## config.mk

```make
export PLATFORM = sky130hd
export DESIGN_NAME = asram_host
export DESIGN_NICKNAME = d
export VERILOG_FILES = /design/src/asram_pkg.sv /design/src/asram_sync2.sv /design/src/asram_host.sv
export SDC_FILE = /design/constraint.sdc
export NUM_CORES = 1
export LEC_CHECK = 0
export ABC_CLOCK_PERIOD_IN_PS = 1470
export BUFFER_PORTS_ARGS = -buffer_cell sky130_fd_sc_hd__buf_2
export CORE_UTILIZATION = 47
export CTS_BUF_LIST = sky130_fd_sc_hd__clkbuf_8
export CTS_CLUSTER_SIZE = 8
export DETAILED_ROUTE_END_ITERATION = 8
export PLACE_DENSITY = 0.77
export SKIP_LAST_GASP = 1
export SYNTH_ARGS = -nofsm -noshare
export SYNTH_HDL_FRONTEND = slang
export SYNTH_SLANG_ARGS = --single-unit
```

## constraint.sdc

```tcl
create_clock -name clk_sys -period 1.47 [get_ports clk_sys]
set_input_delay 0.441 -clock clk_sys [delete_from_list [all_inputs] [get_ports clk_sys]]
set_output_delay 0.441 -clock clk_sys [all_outputs]
set_load 0.05 [all_outputs]
```

## src/asram_pkg.sv

```systemverilog
package asram_pkg;

    // ************************************************************
    // Geometry
    // ************************************************************
    localparam int ADDR_W = 15;
    localparam int DATA_W = 8;

    // ************************************************************
    // Timing of the fastest grade, in ns, and the clock period
    // ************************************************************
    localparam int CLK_PERIOD_NS   = 10;
    localparam int T_READ_CYCLE_NS = 20;  // Read and write cycle time
    localparam int T_ADDR_ACC_NS   = 20;  // Address and select access
    localparam int T_OE_ACC_NS     = 10;  // Output enable access
    localparam int T_WRITE_PULSE_NS = 15; // Strobe low, output enable low
    localparam int T_WP_OE_HIGH_NS = 12;  // Strobe low, output enable high
    localparam int T_ADDR_TO_END_NS = 15; // Address valid to end of write
    localparam int T_DATA_SETUP_NS = 8;   // Data valid to end of write
    localparam int T_OE_FLOAT_NS   = 8;   // Output enable high to float
    localparam int T_WE_RECOVER_NS = 4;   // Strobe high to output active

    // Least times round up to whole cycles, never below one
    function automatic int cyc_up(input int ns);
        int c;
        c = (ns + CLK_PERIOD_NS - 1) / CLK_PERIOD_NS;
        return (c < 1) ? 1 : c;
    endfunction : cyc_up

    localparam int CYC_W = 4;
    localparam logic [CYC_W-1:0] CYC_READ   = CYC_W'(cyc_up(T_ADDR_ACC_NS));
    localparam logic [CYC_W-1:0] CYC_CYCLE  = CYC_W'(cyc_up(T_READ_CYCLE_NS));
    localparam logic [CYC_W-1:0] CYC_WP     = CYC_W'(cyc_up(T_WRITE_PULSE_NS));
    localparam logic [CYC_W-1:0] CYC_WP_OEH = CYC_W'(cyc_up(T_WP_OE_HIGH_NS));
    localparam logic [CYC_W-1:0] CYC_FLOAT  = CYC_W'(cyc_up(T_OE_FLOAT_NS));
    localparam logic [CYC_W-1:0] CYC_RECOV  = CYC_W'(cyc_up(T_WE_RECOVER_NS));
    localparam logic [CYC_W-1:0] CYC_ZERO   = '0;
    localparam logic [CYC_W-1:0] CYC_ONE    = CYC_W'(1);

    // ************************************************************
    // Carriers
    // ************************************************************
    typedef struct packed {
        logic              write;
        logic [ADDR_W-1:0] addr;
        logic [DATA_W-1:0] wdata;
    } asram_req_t;

    typedef struct packed {
        logic              sel_n;
        logic              oe_n;
        logic              we_n;
        logic [ADDR_W-1:0] word_address;
    } asram_pins_t;

    typedef enum logic [2:0] {
        ST_IDLE,
        ST_READ,
        ST_READ_END,
        ST_WRITE,
        ST_WRITE_END,
        ST_GAP
    } asram_state_t;

endpackage : asram_pkg

```

## src/asram_sync2.sv

```systemverilog
`timescale 1ns/10ps
module asram_sync2 #(
    parameter int WIDTH = 8
) (
    // Clock and reset
    input  wire logic             clk_sys,
    input  wire logic             sys_rst,
    // Data
    input  wire logic [WIDTH-1:0] din,
    output logic      [WIDTH-1:0] dout
);

    logic [WIDTH-1:0] meta;

    // Two-stage synchroniser; first stage feeds only the second
    always_ff @(posedge clk_sys) begin
        if (sys_rst) begin
            meta <= '0;
            dout <= '0;
        end else begin
            meta <= din;
            dout <= meta;
        end
    end

endmodule : asram_sync2

```

## src/asram_host.sv

```systemverilog
// Operation
// (RULE_01) Chip select high leaves memory unselected and its data pins floating.
// (RULE_02) Select low, output enable and strobe high: memory floats, stores nothing.
// (RULE_03) Select and output enable low, strobe high: memory drives addressed byte.
// (RULE_04) Select and strobe low: memory writes and floats, output enable ignored.
// (RULE_05) Write lasts while select and strobe are low; ends at first rise.
// (RULE_06) Output enable falling at or after strobe fall keeps pins undriven.
// (RULE_07) Select-timed write inside strobe keeps outputs floating.
// (RULE_08) Output enable high through write allows 12 ns strobe pulse.
// (RULE_09) Host holds write strobe high during whole read cycle.
// (RULE_10) Read data valid within 20 ns of last address change.
// (RULE_11) Read data valid within 20 ns of select falling.
// (RULE_12) Read data valid within 10 ns of output enable falling.
// (RULE_13) Old read data held at least 4 ns after address change.
// (RULE_14) Outputs float within 9 ns of select rise, 8 ns of enable rise.
// (RULE_15) Outputs float within 8 ns of strobe fall; redrive 4 ns after rise.
// (RULE_16) Host keeps address stable at least one cycle time, 20 ns.
// (RULE_17) Strobe low at least 15 ns; address setup and release 0 ns.
// (RULE_18) Address valid at least 15 ns before write ends.
// (RULE_19) Write data valid 8 ns before write end, held 0 ns after.
// (RULE_20) Select-ended write holds select low at least 12 ns.
// (RULE_21) After retention supply restore, wait one read cycle before access.
// (RULE_22) Delays become whole clock cycles rounded up; pins sequenced to meet them.
`timescale 1ns/10ps
module asram_host
    import asram_pkg::*;
(
    // Clock and reset
    input  wire logic                      clk_sys,
    input  wire logic                      sys_rst,
    // User request side
    input  wire asram_pkg::asram_req_t     req,
    input  wire logic                      req_valid,
    output logic                           req_ready,
    output logic [asram_pkg::DATA_W-1:0]   rd_data,
    output logic                           rd_valid,
    output logic                           wr_done,
    // Retention control
    input  wire logic                      retain_req,
    output logic                           retain_active,
    // Memory pins
    output asram_pkg::asram_pins_t         pins,
    input  wire logic [asram_pkg::DATA_W-1:0] byte_pins_i,
    output logic [asram_pkg::DATA_W-1:0]   byte_pins_o,
    output logic                           byte_pins_oe
);
    import asram_pkg::*;

    // ************************************************************
    // Synchronised inputs from the pins
    // ************************************************************
    logic [DATA_W-1:0] byte_sync;

    asram_sync2 #(
        .WIDTH (DATA_W)
    ) u_sync (
        .clk_sys (clk_sys),
        .sys_rst (sys_rst),
        .din     (byte_pins_i),
        .dout    (byte_sync)
    );

    // ************************************************************
    // Sequencer state
    // ************************************************************
    asram_state_t      state;
    logic [CYC_W-1:0]  cnt;
    logic              retain_hold;

    // Read capture waits the two synchroniser stages beyond access time
    localparam logic [CYC_W-1:0] CYC_CAPTURE = CYC_READ + CYC_W'(2);
    // Strobe pulse: output enable stays high during writes, so shorter pulse applies
    localparam logic [CYC_W-1:0] CYC_STROBE  = (CYC_WP_OEH > CYC_WP) ? CYC_WP : CYC_WP_OEH;

    // Main state machine
    always_ff @(posedge clk_sys) begin
        if (sys_rst) begin
            state <= ST_IDLE;
            cnt   <= CYC_ZERO;
        end else begin
            unique case (state)
                ST_IDLE: begin
                    if (req_valid && req_ready) begin
                        state <= req.write ? ST_WRITE : ST_READ;
                        cnt   <= req.write ? CYC_STROBE : CYC_CAPTURE;
                    end
                end
                ST_READ: begin
                    // Address held, strobe high, wait access then capture
                    if (cnt == CYC_ONE) begin // RULE_10 RULE_11 RULE_12
                        state <= ST_READ_END;
                        cnt   <= CYC_FLOAT;
                    end else begin
                        cnt <= cnt - CYC_ONE;
                    end
                end
                ST_READ_END: begin
                    // Output enable high; let the memory float before next use
                    if (cnt == CYC_ONE) begin // RULE_14
                        state <= ST_GAP;
                        cnt   <= CYC_RECOV;
                    end else begin
                        cnt <= cnt - CYC_ONE;
                    end
                end
                ST_WRITE: begin
                    if (cnt == CYC_ONE) begin // RULE_08 RULE_17 RULE_18 RULE_19
                        state <= ST_WRITE_END;
                        cnt   <= CYC_ONE;
                    end else begin
                        cnt <= cnt - CYC_ONE;
                    end
                end
                ST_WRITE_END: begin
                    // Strobe high; data and address held one more cycle
                    state <= ST_GAP;
                    cnt   <= CYC_RECOV;
                end
                ST_GAP: begin
                    if (cnt <= CYC_ONE) begin
                        state <= ST_IDLE;
                        cnt   <= CYC_ZERO;
                    end else begin
                        cnt <= cnt - CYC_ONE;
                    end
                end
                // Unused codes fall back to idle with select high
                default: begin
                    state <= ST_IDLE;
                    cnt   <= CYC_ZERO;
                end
            endcase
        end
    end

    // Accepts a request only when idle and not in retention
    always_ff @(posedge clk_sys) begin
        if (sys_rst) begin
            req_ready <= 1'b0;
        end else begin
            req_ready <= (state == ST_IDLE) && !(req_valid && req_ready)
                         && !retain_req && !retain_hold; // RULE_21
        end
    end

    // ************************************************************
    // Retention: select held high, then one cycle time of recovery
    // ************************************************************
    logic [CYC_W-1:0] rec_cnt;

    always_ff @(posedge clk_sys) begin
        if (sys_rst) begin
            retain_hold   <= 1'b0;
            retain_active <= 1'b0;
            rec_cnt       <= CYC_ZERO;
        end else begin
            // Not granted on the edge that takes a request: select is about to fall
            retain_active <= retain_req && (state == ST_IDLE) && !(req_valid && req_ready);
            if (retain_req) begin
                retain_hold <= 1'b1;
                rec_cnt     <= CYC_CYCLE; // RULE_21
            end else if (rec_cnt != CYC_ZERO) begin
                rec_cnt <= rec_cnt - CYC_ONE;
            end else begin
                retain_hold <= 1'b0;
            end
        end
    end

    // ************************************************************
    // Pin drive
    // ************************************************************
    // Address and select held from request to end of gap
    always_ff @(posedge clk_sys) begin
        if (sys_rst) begin
            pins.word_address <= '0;
            pins.sel_n        <= 1'b1; // RULE_01
        end else begin
            if (state == ST_IDLE && req_valid && req_ready) begin
                pins.word_address <= req.addr; // RULE_16
                pins.sel_n        <= 1'b0; // RULE_20
            end else if (state == ST_GAP || state == ST_IDLE) begin
                pins.sel_n <= 1'b1; // Address kept: 0 ns release
            end
        end
    end

    // Output enable only during reads; strobe only during writes
    always_ff @(posedge clk_sys) begin
        if (sys_rst) begin
            pins.oe_n <= 1'b1;
            pins.we_n <= 1'b1;
        end else begin
            pins.oe_n <= !(state == ST_IDLE && req_valid && req_ready && !req.write)
                         && !(state == ST_READ && cnt != CYC_ONE); // RULE_03
            pins.we_n <= !(state == ST_IDLE && req_valid && req_ready && req.write)
                         && !(state == ST_WRITE && cnt != CYC_ONE); // RULE_09 RULE_05 RULE_06
        end
    end

    // Host drives data only while strobe is low or just after it rises
    always_ff @(posedge clk_sys) begin
        if (sys_rst) begin
            byte_pins_o  <= '0;
            byte_pins_oe <= 1'b0;
        end else begin
            if (state == ST_IDLE && req_valid && req_ready && req.write) begin
                byte_pins_o  <= req.wdata; // RULE_19
                byte_pins_oe <= 1'b1; // RULE_04 RULE_15
            end else if (state == ST_WRITE_END) begin
                byte_pins_oe <= 1'b0; // Held one cycle past strobe rise
            end
        end
    end

    // ************************************************************
    // Answers to the user
    // ************************************************************
    always_ff @(posedge clk_sys) begin
        if (sys_rst) begin
            rd_data  <= '0;
            rd_valid <= 1'b0;
            wr_done  <= 1'b0;
        end else begin
            rd_valid <= (state == ST_READ) && (cnt == CYC_ONE);
            wr_done  <= (state == ST_WRITE_END);
            if (state == ST_READ && cnt == CYC_ONE) begin
                rd_data <= byte_sync; // RULE_13 RULE_22
            end
        end
    end

endmodule : asram_host

```

### After elaboration in Yosys (flattened, before gate mapping)

Index checks and enable logic that the tools add are counted.

| operators by class | value |
|---|---|
| muxes and demuxes | 20 |
| add/sub/neg operators | 2 |
| reduce and logical (&&, ||, !) cells | 32 |
| order comparisons | 1 |
| equality and inequality tests | 13 |

Operators by type and width:

| cell | count |
|---|---|
| 3-bit 2-to-1 mux | 6 |
| 3-bit one-hot mux with 6 select lines | 1 |
| 4-bit one-hot mux with 4 select lines | 1 |
| 1-bit logical AND | 15 |
| 4-bit 2-to-1 mux | 3 |
| 1-bit logical NOT | 8 |
| 2-bit != test, second input constant | 4 |
| 4-bit by 1-bit subtractor with 4-bit output, second input constant | 2 |
| 3-bit by 2-bit == test with 1-bit output, second input constant | 2 |
| 3-bit == test, second input constant | 2 |
| 1-bit 2-to-1 mux | 6 |
| 2-bit 2-to-1 mux | 3 |
| 2-bit nonzero test | 3 |
| 5-bit AND reduction | 1 |
| 4-bit by 1-bit == test with 1-bit output, second input constant | 1 |
| 4-bit by 1-bit less-or-equal comparator with 1-bit output, second input constant | 1 |
| 2-bit by 1-bit != test with 1-bit output, second input constant | 2 |
| 4-bit by 1-bit != test with 1-bit output, second input constant | 1 |
| 4-bit nonzero test | 1 |
| 3-bit by 1-bit == test with 1-bit output, second input constant | 1 |
| 3-bit logical NOT | 1 |
| 3-bit OR reduction | 1 |
| 2-bit OR reduction | 1 |
| 1-bit logical OR | 1 |

| storage, ports and cells | value |
|---|---|
| bits in registers | 67 |
| bits of input ports | 36 |
| logic and storage cells | 86 |

### Depth between registers and ports, before layout

Gate-level depths: netlist of run 1.

| logic depth | value |
|---|---|
| word-level depth | 6 |
| depth in mapped cells | 7 |

### Cells and area by module

A second synthesis of run 1 with hierarchy kept.

| unflattened totals | value |
|---|---|
| cell total of the unflattened synthesis | 274 |
| area total of the unflattened synthesis | 2503.7 um2 |

By module, submodules not included:

| module | area an instance (um2) | cells an instance | instances |
|---|---|---|---|
| asram_host | 2039.5 | 241 | 1 |
| asram_sync2 | 464.2 | 33 | 1 |

### Worst setup path after synthesis of run 1

Ideal clock, no wire load.

| timing path | value |
|---|---|
| path kind | reg-to-reg |
| from | register req_ready |
| to | register state[0] |
| period minus slack after synthesis | 1.693 ns |
| data required time | 1.400 ns |
| setup time | 0.070 ns |
| path slack | -0.223 ns |
| stages on the path, launching flop included | 5 |
| path buffers | 0 |
| data arrival time | 1.623 ns |
| cell sequence | dfxtp_1 -> and2_0 -> nor2b_4 -> or4_1 -> a21oi_1 |

| between the ends | value |
|---|---|
| longest elaborated chain between the ends | 3 |

RTL lines:

| element | line | text |
|---|---|---|
| from (decl) | asram_host.sv:34 | `output logic req_ready,` |
| from (signal assigned) | asram_host.sv:141 | `req_ready <= (state == ST_IDLE) && !(req_valid && req_ready)` |
| 1-bit logical AND | asram_host.sv:83 | `if (req_valid && req_ready) begin` |
| 2-bit != test (no source line) | -- |  |
| 5-bit AND reduction (no source line) | -- |  |
| to (signal assigned) | asram_host.sv:84 | `state <= req.write ? ST_WRITE : ST_READ;` |
| to (decl) | asram_host.sv:66 | `asram_state_t state;` |

No other way between the ends.
A chain may end at the register's enable or synchronous reset.

### Final worst setup path of run 1

| timing path | value |
|---|---|
| from | register state[1] |
| to | register state[0] |

| between the ends | value |
|---|---|
| longest elaborated chain between the ends | 3 |
| elaborated cells between the ends (all ways) | 13 |

RTL lines:

| element | line | text |
|---|---|---|
| 3-bit by 2-bit == test with 1-bit output, or another cell as far along | asram_host.sv:81 | `unique case (state)` |
| 2-bit != test (no source line) / 2-bit by 1-bit != test with 1-bit output (equally long branches) | -- |  |
| 5-bit AND reduction (no source line) | -- |  |

Several ways; a longest one is shown, not always the timed one.

==> metrics.cfg, run 1 <==
[run_status]
status = finished, violations left
violations = setup timing

[synthesis]
synth-simple-area-share_pct = 23.9
synth_most_common_cell = dfxtp_1
synth_mux_area_share_pct = 3.65
synth_top_area_share_pct = 54.4
synth_edf_count = 0
yosys.area.top_type = dfxtp_1
ys_seq_area_share_pct = 54.4
synth-xor-area-share_pct = 0.355
synth-adder-area-share_pct = 1.01
ys_ff_latch = 67
synth_async_sr_flop_share_pct = 0
synth.distinct_cells = 37
synth_compound_area_share_pct = 12.1
synth_warnings = 0
syn_inst = 266
synth_area_leaders = dfxtp_1, nand2_1, a21oi_1
syn_area_um2 = 2470
avgSynthCellArea_um2 = 9.27
synthTopCellsByCount = dfxtp_1, nand2_1, a21oi_1
synth_top_family_by_area = simple AND/OR/NAND/NOR gates
synthesis.nets = 304
ys.flop_type = dfxtp_1

[timing]
finalSetupViolations = 4
tightest_slew_ns = 0.356
finalWorstSetupSlack_ns = -0.0767
hold_viol_final = 0
finalMaxSlewViolations = 0
rsz0062_at_grt = yes
relSlewSlack_pct = 76.2
min_period_ns = 1.55
skew_ns = 0.00611
holdWs_ns = 0.313
fmax_mhz = 647
period_share_pct = 105

[floorplanning]
fp-row-count = 25
dieArea_um2 = 5540
fp.coreArea_um2 = 4880
chipWidth_um = 74.4
initial_core_util_pct = 50.5
die_h_um = 74.4
ios = 75

[clocking]
clock-sinks = 67
numCtsBuffers = 9
clk_latency_ns = 0.33
path_clk_slew_ns = 0.07
htree_levels = 3
cts_tree = yes
cts.path.max_buffers = 2
cts_root_buf = clkbuf_8

[grt]
grt_pass1_vias = 2048
grt_max_degree = 38
grt_pass1_wl_um = 8470
grt_overflow = 0
antenna_found_initial = 0
track_usage_pct = 20.3

[finish]
nets = 402
final-instance-count-excl-fill = 436
diodes = 0
fin_area_um2 = 3370
area_growth_syn_to_layout_pct = 36.7
final_layout_size_suffix_gt1_share_pct = 37.7
num-fill-cells = 379

[placed_design]
gp_congestion = 0.869
dp_cells = 416
io_buffers = 74
place_area_um2 = 3060
place.detailed.hpwl_um = 3600

[min_path]
hold_end = u_sync.meta[5]
min_path_type = input port to register
worstHoldStart = byte_pins_i[5]
holdPathStages = 2

[routing]
met2WireLength_um = 2740
wire_per_inst_um = 12.0
via_count = 2137
drc = 0
wl_met1_um = 2210
top_layer_used = met4
wl_met3_um = 226
drt-initial-drc-count = 115
routed_wl_um = 5240
drtAntennaViolNets = 0
dr.pass1.iters = 4
vias_per_cell = 4.90

[setup_path]
path_class = register to register
start_kind = register
crit_path_max_fanout = 7
crit_required_ns = 1.74
end_kind = register
timing.reg2reg.setup_slack_ns = -0.08
reg2regPathDepth = 6
timing.rr.start = state[1]
r2r-end = state[0]
crit_arrival_ns = 1.82

[power_and_ir_drop]
irDropWorstVdd_mv = 0.891
finalPower_uw = 5390
p_leak_uw = 0.00151
p_per_area_nw_per_um2 = 1600

[job]
max-cap-violations = 0

## worst max-delay path by stage
stage | startpoint | end | slack [ns] | cells after the start
2_1_floorplan | req_ready | state[0] | -0.06 | 4
3_3_place_gp | req_valid | state[0] | -0.08 | 5
3_5_place_dp | req_valid | state[0] | -0.11 | 5
4_1_cts | cnt[0] | state[0] | -0.05 | 7
5_1_grt | state[1] | cnt[1] | -0.16 | 6
6_report | state[1] | state[0] | -0.08 | 6
## worst max-delay path, cell delays in order (launching register included)
cell,delay (ns)
dfxtp_1,0.39
buf_12,0.14
nor3_4,0.05
nor2b_4,0.14
buf_4,0.15
or4_4,0.50
a21oi_2,0.11
## stage by stage
step	TNS [ns]	util [%]	setup WS [ns]
floorplan	-0.0806	-	-0.0593
global placement	-0.234	62.7	-0.0826
detailed placement	-1.20	62.7	-0.113
CTS	-0.0585	68.2	-0.0500
global route	-0.809	69.1	-0.161
finish	-0.161	69.1	-0.0767
## logic make-up (layout without fill, tap and decap cells)
group | after synthesis | in the layout
buffers and inverters | 20 | 123
xor gates and xnor gates | 1 | 1
adders and majority gates | 2 | 2
and+or+nand+nor | 118 | 118
AOI/OAI and AO/OA | 49 | 49
muxes | 9 | 9
DFF | 67 | 67
## timing repair
action,CTS,global route
hold buffers,0,0
resized for setup,9,5
setup buffers,0,4
setup endpoints to repair,14,32
cloned,0,0
pin swaps,8,5
## metal layers
layer | up-vias | global-route usage (%)
li1 | 1082 | -
met1 | 998 | 22.6
met2 | 53 | 35.0
met3 | 4 | 6.10
met4 | 0 | 10.1
met5 | - | 0
## power breakdown
| group | leakage (uW) | switching (uW) | internal, uW |
|---|---|---|---|
| logic | 0.000853 | 878 | 772 |
| registers | 0.000548 | 95.6 | 1960 |
| clock network | 0.000108 | 685 | 1000 |
## flip-flops by register name, summed over array words and instances, names as in the netlist
name and cells:
pins 18, byte_pins_o 8, rd_data 8, u_sync.dout 8, u_sync.meta 8, cnt 4, rec_cnt 4, state 3
byte_pins_oe 1, rd_valid 1, req_ready 1, retain_active 1, retain_hold 1, wr_done 1
## cell usage in the layout (no fill, tap or decap), types with 3 or more instances in the layout
cell type  instances
nor2_1            17
dfxtp_1           64
mux2i_1            9
o21ai_0            6
a21o_1             3
buf_4             25
nand3b_1           3
clkbuf_8          10
nand2_1           47
nor3_1             6
nor2b_1           17
buf_12             3
nand3_1            9
a21oi_1           31
buf_2             74
nand2b_1           5
## layout make-up
type	instances	area, um2	area share, %
flip-flops and latches	67	1350	40.0
multi-input cells	179	1070	31.7
repair buffers	103	629	18.7
clock buffers	10	138	4.08
clock inverters	6	88.8	2.64
well taps	67	83.8	2.49
inverters	4	15.0	0.445
(Power assumes the default switching activity.)
==> inputs of run 2 (changes only) <==
--- a/config.mk
+++ b/config.mk
@@ -5,13 +5,15 @@
 export SDC_FILE = /design/constraint.sdc
 export NUM_CORES = 1
 export LEC_CHECK = 0
+export ABC_AREA = 1
 export ABC_CLOCK_PERIOD_IN_PS = 1470
 export BUFFER_PORTS_ARGS = -buffer_cell sky130_fd_sc_hd__buf_2
-export CORE_UTILIZATION = 47
+export CORE_UTILIZATION = 48
 export CTS_BUF_LIST = sky130_fd_sc_hd__clkbuf_8
 export CTS_CLUSTER_SIZE = 8
 export DETAILED_ROUTE_END_ITERATION = 8
-export PLACE_DENSITY = 0.77
+export GPL_TIMING_DRIVEN = 0
+export PLACE_DENSITY = 0.78
 export SKIP_LAST_GASP = 1
 export SYNTH_ARGS = -nofsm -noshare
 export SYNTH_HDL_FRONTEND = slang
==> run 2 against run 1 <==
The flow now finishes without violations. Hold slack got worse by 0.012 ns. Die area fell by 0.82%. Clock power shrank 17%. Via count increased by 5.2%. Sequential cell count unchanged. Largest power group unchanged.
==> metrics.cfg, run 2 <==
[run_status]
status = complete, no violations

[synthesis]
synth_most_common_cell = nor2_1
yosys.area.top_type = dfxtp_1
avgSynthCellArea_um2 = 8.06  ; -13%
synth_top_area_share_pct = 53.7  ; -0.68 points
synth_async_sr_flop_share_pct = 0  ; unchanged
syn_inst = 310  ; +17%
synth_area_leaders = dfxtp_1, nor2_1, o21ai_0
ys_seq_area_share_pct = 53.7  ; -0.68 points
synth.distinct_cells = 28  ; -24%
ys.flop_type = dfxtp_1
synth_edf_count = 0  ; unchanged
synthesis.nets = 348  ; +14%
synth_warnings = 0  ; unchanged
syn_area_um2 = 2500  ; +1.3%
ys_ff_latch = 67  ; unchanged
synthTopCellsByCount = nor2_1, dfxtp_1, o21ai_0

[power_and_ir_drop]
p_per_area_nw_per_um2 = 1640  ; +2.5%
irDropWorstVdd_mv = 0.822  ; -7.7%
p_leak_uw = 0.00162  ; +7.6%

[grt]
track_usage_pct = 21.3  ; +1.0 points
antenna_found_initial = 0  ; unchanged
grt_pass1_wl_um = 8810  ; +4.0%
grt_overflow = 0  ; unchanged
grt_pass1_vias = 2103  ; +2.7%
grt_max_degree = 12  ; -68%

[clocking]
clock-sinks = 67  ; unchanged
htree_levels = 3  ; unchanged
cts_tree = yes
clk_latency_ns = 0.33  ; about the same
cts.path.max_buffers = 2  ; unchanged
path_clk_slew_ns = 0.07  ; about the same
postCtsHoldBufs = 0  ; unchanged
cts_root_buf = clkbuf_8
numCtsBuffers = 9  ; unchanged

[timing]
finalMaxSlewViolations = 0  ; unchanged
finalWorstSetupSlack_ns = 0.0749  ; +0.152 ns
holdWs_ns = 0.301  ; -0.0119 ns
tightest_slew_ns = 0.451  ; +0.0953 ns
rsz0062_at_grt = yes
skew_ns = 0.00728  ; +0.00118 ns
period_share_pct = 94.9  ; -10 points
hold_viol_final = 0  ; unchanged
min_period_ns = 1.40  ; -0.152 ns
fmax_mhz = 717  ; +11%
finalSetupViolations = 0  ; -4
relSlewSlack_pct = 69.9  ; -6.3 points

[floorplanning]
initial_core_util_pct = 51.5  ; +0.97 points
fp.coreArea_um2 = 4850  ; -0.64%
dieArea_um2 = 5500  ; -0.82%
die_h_um = 74.1  ; -0.41%
chipWidth_um = 74.1  ; -0.41%
fp-row-count = 25  ; unchanged
ios = 75  ; unchanged

[routing]
wire_per_inst_um = 11.2  ; -7.0%
dr.pass1.iters = 4  ; unchanged
drc = 0  ; unchanged
drtAntennaViolNets = 0  ; unchanged
routed_wl_um = 5220  ; -0.36%
via_count = 2249  ; +5.2%
vias_per_cell = 4.82  ; -1.7%
drt-initial-drc-count = 66  ; -43%

[finish]
layout_common_cells = nor2_1, buf_2, dfxtp_1, o21ai_0, inv_1
diodes = 0  ; unchanged
top_register = pins
nets = 433  ; +7.7%
fin_area_um2 = 3150  ; -6.5%
final_common_cell = nor2_1
largest_reg_flops = 18  ; unchanged
final_layout_size_suffix_gt1_share_pct = 29.8  ; -7.9 points
area_growth_syn_to_layout_pct = 26.2
num-fill-cells = 445  ; +17%

[setup_path]
path_cells = buf_2
timing.rr.start = cnt[1]
crit_family = flip-flops
slowest_delay_ns = 0.35  ; -0.15 ns
path_buf_inv = 1  ; -1
crit_required_ns = 1.03  ; -0.71 ns
start_kind = register
crit_arrival_ns = 0.95  ; -0.87 ns
reg2regPathDepth = 8  ; +2
crit_slowest_cell = dfxtp_1
crit_path_max_fanout = 2  ; -5
path_class = register to primary output
r2r-end = cnt[0]
timing.reg2reg.setup_slack_ns = 0.11  ; +0.19 ns
end_kind = primary output

[job]
max-cap-violations = 0  ; unchanged

[placed_design]
preCtsSetupSlack_ns = -0.160  ; -0.0468 ns
io_buffers = 73  ; -1.4%
gp_congestion = 0.850  ; -2.1%
place.detailed.hpwl_um = 3730  ; +3.6%
place_area_um2 = 2950  ; -3.7%

[min_path]
hold_end = u_sync.meta[0]
worstHoldStart = byte_pins_i[0]
min_path_type = input port to register
holdPathStages = 3  ; +1

[run 2: routing by layer]
metal  track usage [%]  part of all wire [%]  up-vias
li1                  -                     -     1148
met1              24.6                    45     1014
met2              36.1                    47       70
met3              6.37                   6.0       17
met4              10.5                   2.5        0
met5                 0                     0        -
[run 2: power breakdown]
group | switching (uW) | total [uW] | leakage, uW | internal (uW)
logic | 1170 | 1630 | 0.000976 | 460
clock network | 655 | 1400 | 0.0000998 | 744
registers | 119 | 2140 | 0.000548 | 2020
[run 2: cell families (layout without fill, tap and decap cells)]
group / count (synthesis) / after routing / synth area share (%)
adder cells (fa/ha/maj): 2 / 2 / 1.00
AND/OR/NAND/NOR: 147 / 147 / 26.6
AO/OA/AOI/OAI: 52 / 52 / 11.2
flip-flops: 67 / 67 / 53.7
buffers and inverters: 42 / 132 / 7.47
[run 2: layout make-up]
cell class	count	area [um2]	share of cell area, %
plain buffers	9	55.1	1.75
flip-flops and latches	67	1340	42.6
inverters	33	131	4.17
clock buffers	12	165	5.24
multi-input cells	201	975	30.9
clock inverters	4	25.0	0.794
repair buffers	74	373	11.8
well taps	67	83.8	2.66
[run 2: worst reg2reg max path, stage by stage (launching register included)]
cell and delay, ns:
dfxtp_1 0.33, inv_1 0.08, ha_1 0.21, nand2_2 0.15, inv_1 0.11, o21ai_1 0.13, nand3_1 0.08, nor2_1 0.11
nor2_1 0.04
[run 2: worst max-delay path by stage]
stage / end / depth (start not counted) / slack, ns / start
after global routing: cnt[0] / 8 / -0.03 / cnt[1]
final: rd_data[3] / 1 / 0.07 / rd_data[3]
after detailed placement: byte_pins_o[0] / 6 / -0.16 / sys_rst
after floorplan: pins[16] / 6 / 0.04 / req_ready
after CTS: cnt[0] / 8 / 0.01 / cnt[1]
after global placement: byte_pins_o[5] / 6 / -0.08 / sys_rst
[run 2: what timing repair did]
item / in CTS / in global routing
setup buffers: 0 / 1
setup endpoints to repair: 0 / 19
endpoints found under the hold margin: 0 / 0
resized for setup: 0 / 5
[run 2: through the flow]
stage | cells | power (uW) | util (%) | setup TNS, ns
CTS | 466 | 5180 | 64.7 | 0
global route | 467 | 5490 | 65.0 | -0.0296
finish | 467 | 5170 | 65.0 | 0
global placement | 450 | 3730 | 60.8 | -1.16
detailed placement | 450 | 3770 | 60.8 | -1.98
floorplan | 310 | 3430 | - | 0
==> inputs of run 3 (changes only) <==
--- a/config.mk
+++ b/config.mk
@@ -7,7 +7,7 @@
 export LEC_CHECK = 0
 export ABC_AREA = 1
 export ABC_CLOCK_PERIOD_IN_PS = 1470
-export BUFFER_PORTS_ARGS = -buffer_cell sky130_fd_sc_hd__buf_2
+export BUFFER_PORTS_ARGS = -buffer_cell sky130_fd_sc_hd__clkbuf_2
 export CORE_UTILIZATION = 48
 export CTS_BUF_LIST = sky130_fd_sc_hd__clkbuf_8
 export CTS_CLUSTER_SIZE = 8
@@ -15,6 +15,7 @@
 export GPL_TIMING_DRIVEN = 0
 export PLACE_DENSITY = 0.78
 export SKIP_LAST_GASP = 1
+export SLEW_MARGIN = 20
 export SYNTH_ARGS = -nofsm -noshare
 export SYNTH_HDL_FRONTEND = slang
 export SYNTH_SLANG_ARGS = --single-unit
==> run 3 against run 2 <==
Via count is 1.2% lower. Critical path depth stayed put. Combinational power is 5% higher. Utilization is 0.49 points higher. Hold slack worse by 0.0068 ns. Die area stayed put. Routed wire length is 2.0% higher. Clock-buffer cell count is 1 lower. Register-to-register slack hardly changed. First-iteration DRC count is 58% higher. Sequential share of layout area is 0.32 points lower.
==> metrics.cfg, run 3 (synthesis results as in run 2) <==
[routing]
drc = 0  ; unchanged
routed_wl_um = 5330  ; +2.0%
wire_per_inst_um = 11.3  ; +1.1%
drt-initial-drc-count = 104  ; +58%
vias_per_cell = 4.72  ; -2.0%
drtAntennaViolNets = 0  ; unchanged
dr.pass1.iters = 4  ; unchanged
via_count = 2222  ; -1.2%

[placed_design]
gp_congestion = 0.853  ; +0.36%
place_area_um2 = 2950  ; unchanged
preCtsSetupSlack_ns = -0.0938  ; +0.0665 ns
place.detailed.hpwl_um = 3720  ; -0.43%
io_buffers = 73  ; unchanged
dp_cells = 450  ; unchanged

[setup_path]
crit_slowest_cell = dfxtp_1
path_cells = clkbuf_2
timing.rr.start = cnt[1]
reg2regPathDepth = 8  ; unchanged
r2r-end = cnt[0]
timing.reg2reg.setup_slack_ns = 0.12  ; about the same
crit_path_max_fanout = 2  ; unchanged
path_buf_inv = 1  ; unchanged
crit_required_ns = 1.03  ; about the same
crit_arrival_ns = 0.97  ; +0.02 ns
end_kind = primary output
crit_family = flip-flops
path_class = register to primary output
slowest_delay_ns = 0.35  ; about the same
start_kind = register

[finish]
nets = 437  ; +0.92%
final-instance-count-excl-fill = 471  ; +0.86%
fin_area_um2 = 3180  ; +0.75%
regArea_um2 = 1340  ; unchanged
top_register = pins
num-fill-cells = 402  ; -9.7%
layout_common_cells = nor2_1, clkbuf_2, dfxtp_1, o21ai_0, inv_1
diodes = 0  ; unchanged
largest_reg_flops = 18  ; unchanged
final_common_cell = nor2_1
multi_input_area_um2 = 978  ; +0.39%
final_layout_size_suffix_gt1_share_pct = 30.7  ; +0.94 points
area_growth_syn_to_layout_pct = 27.2

[grt]
grt_overflow = 0  ; unchanged
grt_max_degree = 12  ; unchanged
grt_pass1_wl_um = 8480  ; -3.8%
grt_pass1_vias = 2000  ; -4.9%
track_usage_pct = 20.4  ; -0.88 points
antenna_found_initial = 0  ; unchanged

[min_path]
worstHoldStart = byte_pins_i[7]
holdPathStages = 3  ; unchanged
hold_end = u_sync.meta[7]
min_path_type = input port to register

[power_and_ir_drop]
p_per_area_nw_per_um2 = 1640  ; about the same
p_leak_uw = 0.00162  ; -0.48%
irDropWorstVdd_mv = 0.816  ; -0.78%

[floorplanning]
die_h_um = 74.1  ; unchanged
ios = 75  ; unchanged
fp-row-count = 25  ; unchanged
initial_core_util_pct = 51.5  ; unchanged
chipWidth_um = 74.1  ; unchanged
fp.coreArea_um2 = 4850  ; unchanged
dieArea_um2 = 5500  ; unchanged

[timing]
finalSetupViolations = 0  ; unchanged
fmax_mhz = 710  ; -0.94%
finalMaxSlewViolations = 0  ; unchanged
skew_ns = 0.00987  ; +0.00258 ns
finalWorstSetupSlack_ns = 0.0617  ; -0.0132 ns
tns_ns = 0  ; unchanged
hold_viol_final = 0  ; unchanged
tightest_slew_ns = 0.462  ; +0.0110 ns
holdWs_ns = 0.294  ; -0.00683 ns
relSlewSlack_pct = 69.2  ; -0.73 points
min_period_ns = 1.41  ; +0.0132 ns
period_share_pct = 95.8  ; +0.90 points
rsz0062_at_grt = yes

[clocking]
cts_tree = yes
cts.path.max_buffers = 2  ; unchanged
cts_root_buf = clkbuf_8
clk_latency_ns = 0.33  ; about the same
numCtsBuffers = 9  ; unchanged
clock-sinks = 67  ; unchanged
htree_levels = 3  ; unchanged
path_clk_slew_ns = 0.07  ; about the same

[run_status]
status = complete, no violations

[job]
max-cap-violations = 0  ; unchanged

[run 3: final cells by class]
type	instances	share of cell area (%)
repair buffers	78	12.7
flip-flops and latches	67	42.3
multi-input cells	201	30.8
clock buffers	11	4.77
well taps	67	2.64
plain buffers	9	1.73
inverters	33	4.14
clock inverters	5	0.906
[run 3: tightest hold or removal path: cells and delay by family]
family	cells	cell delay, ns
buf+inv	2	0.12
simple gates	1	0.03
[run 3: worst max-delay path by stage]
stage,from,to,slack [ns],cells after the start
6_report,rd_data[3],rd_data[3],0.06,1
5_1_grt,cnt[1],cnt[0],-0.07,9
2_1_floorplan,req_ready,pins[16],0.04,6
3_3_place_gp,sys_rst,byte_pins_o[3],-0.07,6
4_1_cts,cnt[1],cnt[0],0.02,8
3_5_place_dp,sys_rst,pins[14],-0.09,6
[run 3: through the flow]
step           total power [uW]  utilization (%)
6_report                   5210             65.5
5_1_grt                    5530             65.5
4_1_cts                    5140             64.5
3_5_place_dp               3780             60.8
3_3_place_gp               3730             60.8
2_1_floorplan              3430                -
[run 3: where the power goes]
group          leakage [uW]  switching (uW)  internal, uW
registers          0.000548             127          2020
clock network     0.0000925             661           692
logic              0.000976            1210           493
[run 3: what timing repair did]
item                       4_1_cts  5_1_grt
hold buffers                     0        0
gates resized for setup          0        6
buffers inserted                 0        5
setup endpoints to repair        0       21
[run 3: metal layers]
metal	up-vias	wire [um]	global-route usage, %
li1	1161	-	-
met5	-	0	0
met1	972	2420	25.0
met2	79	2490	33.8
met3	10	326	4.47
met4	0	85	10.5
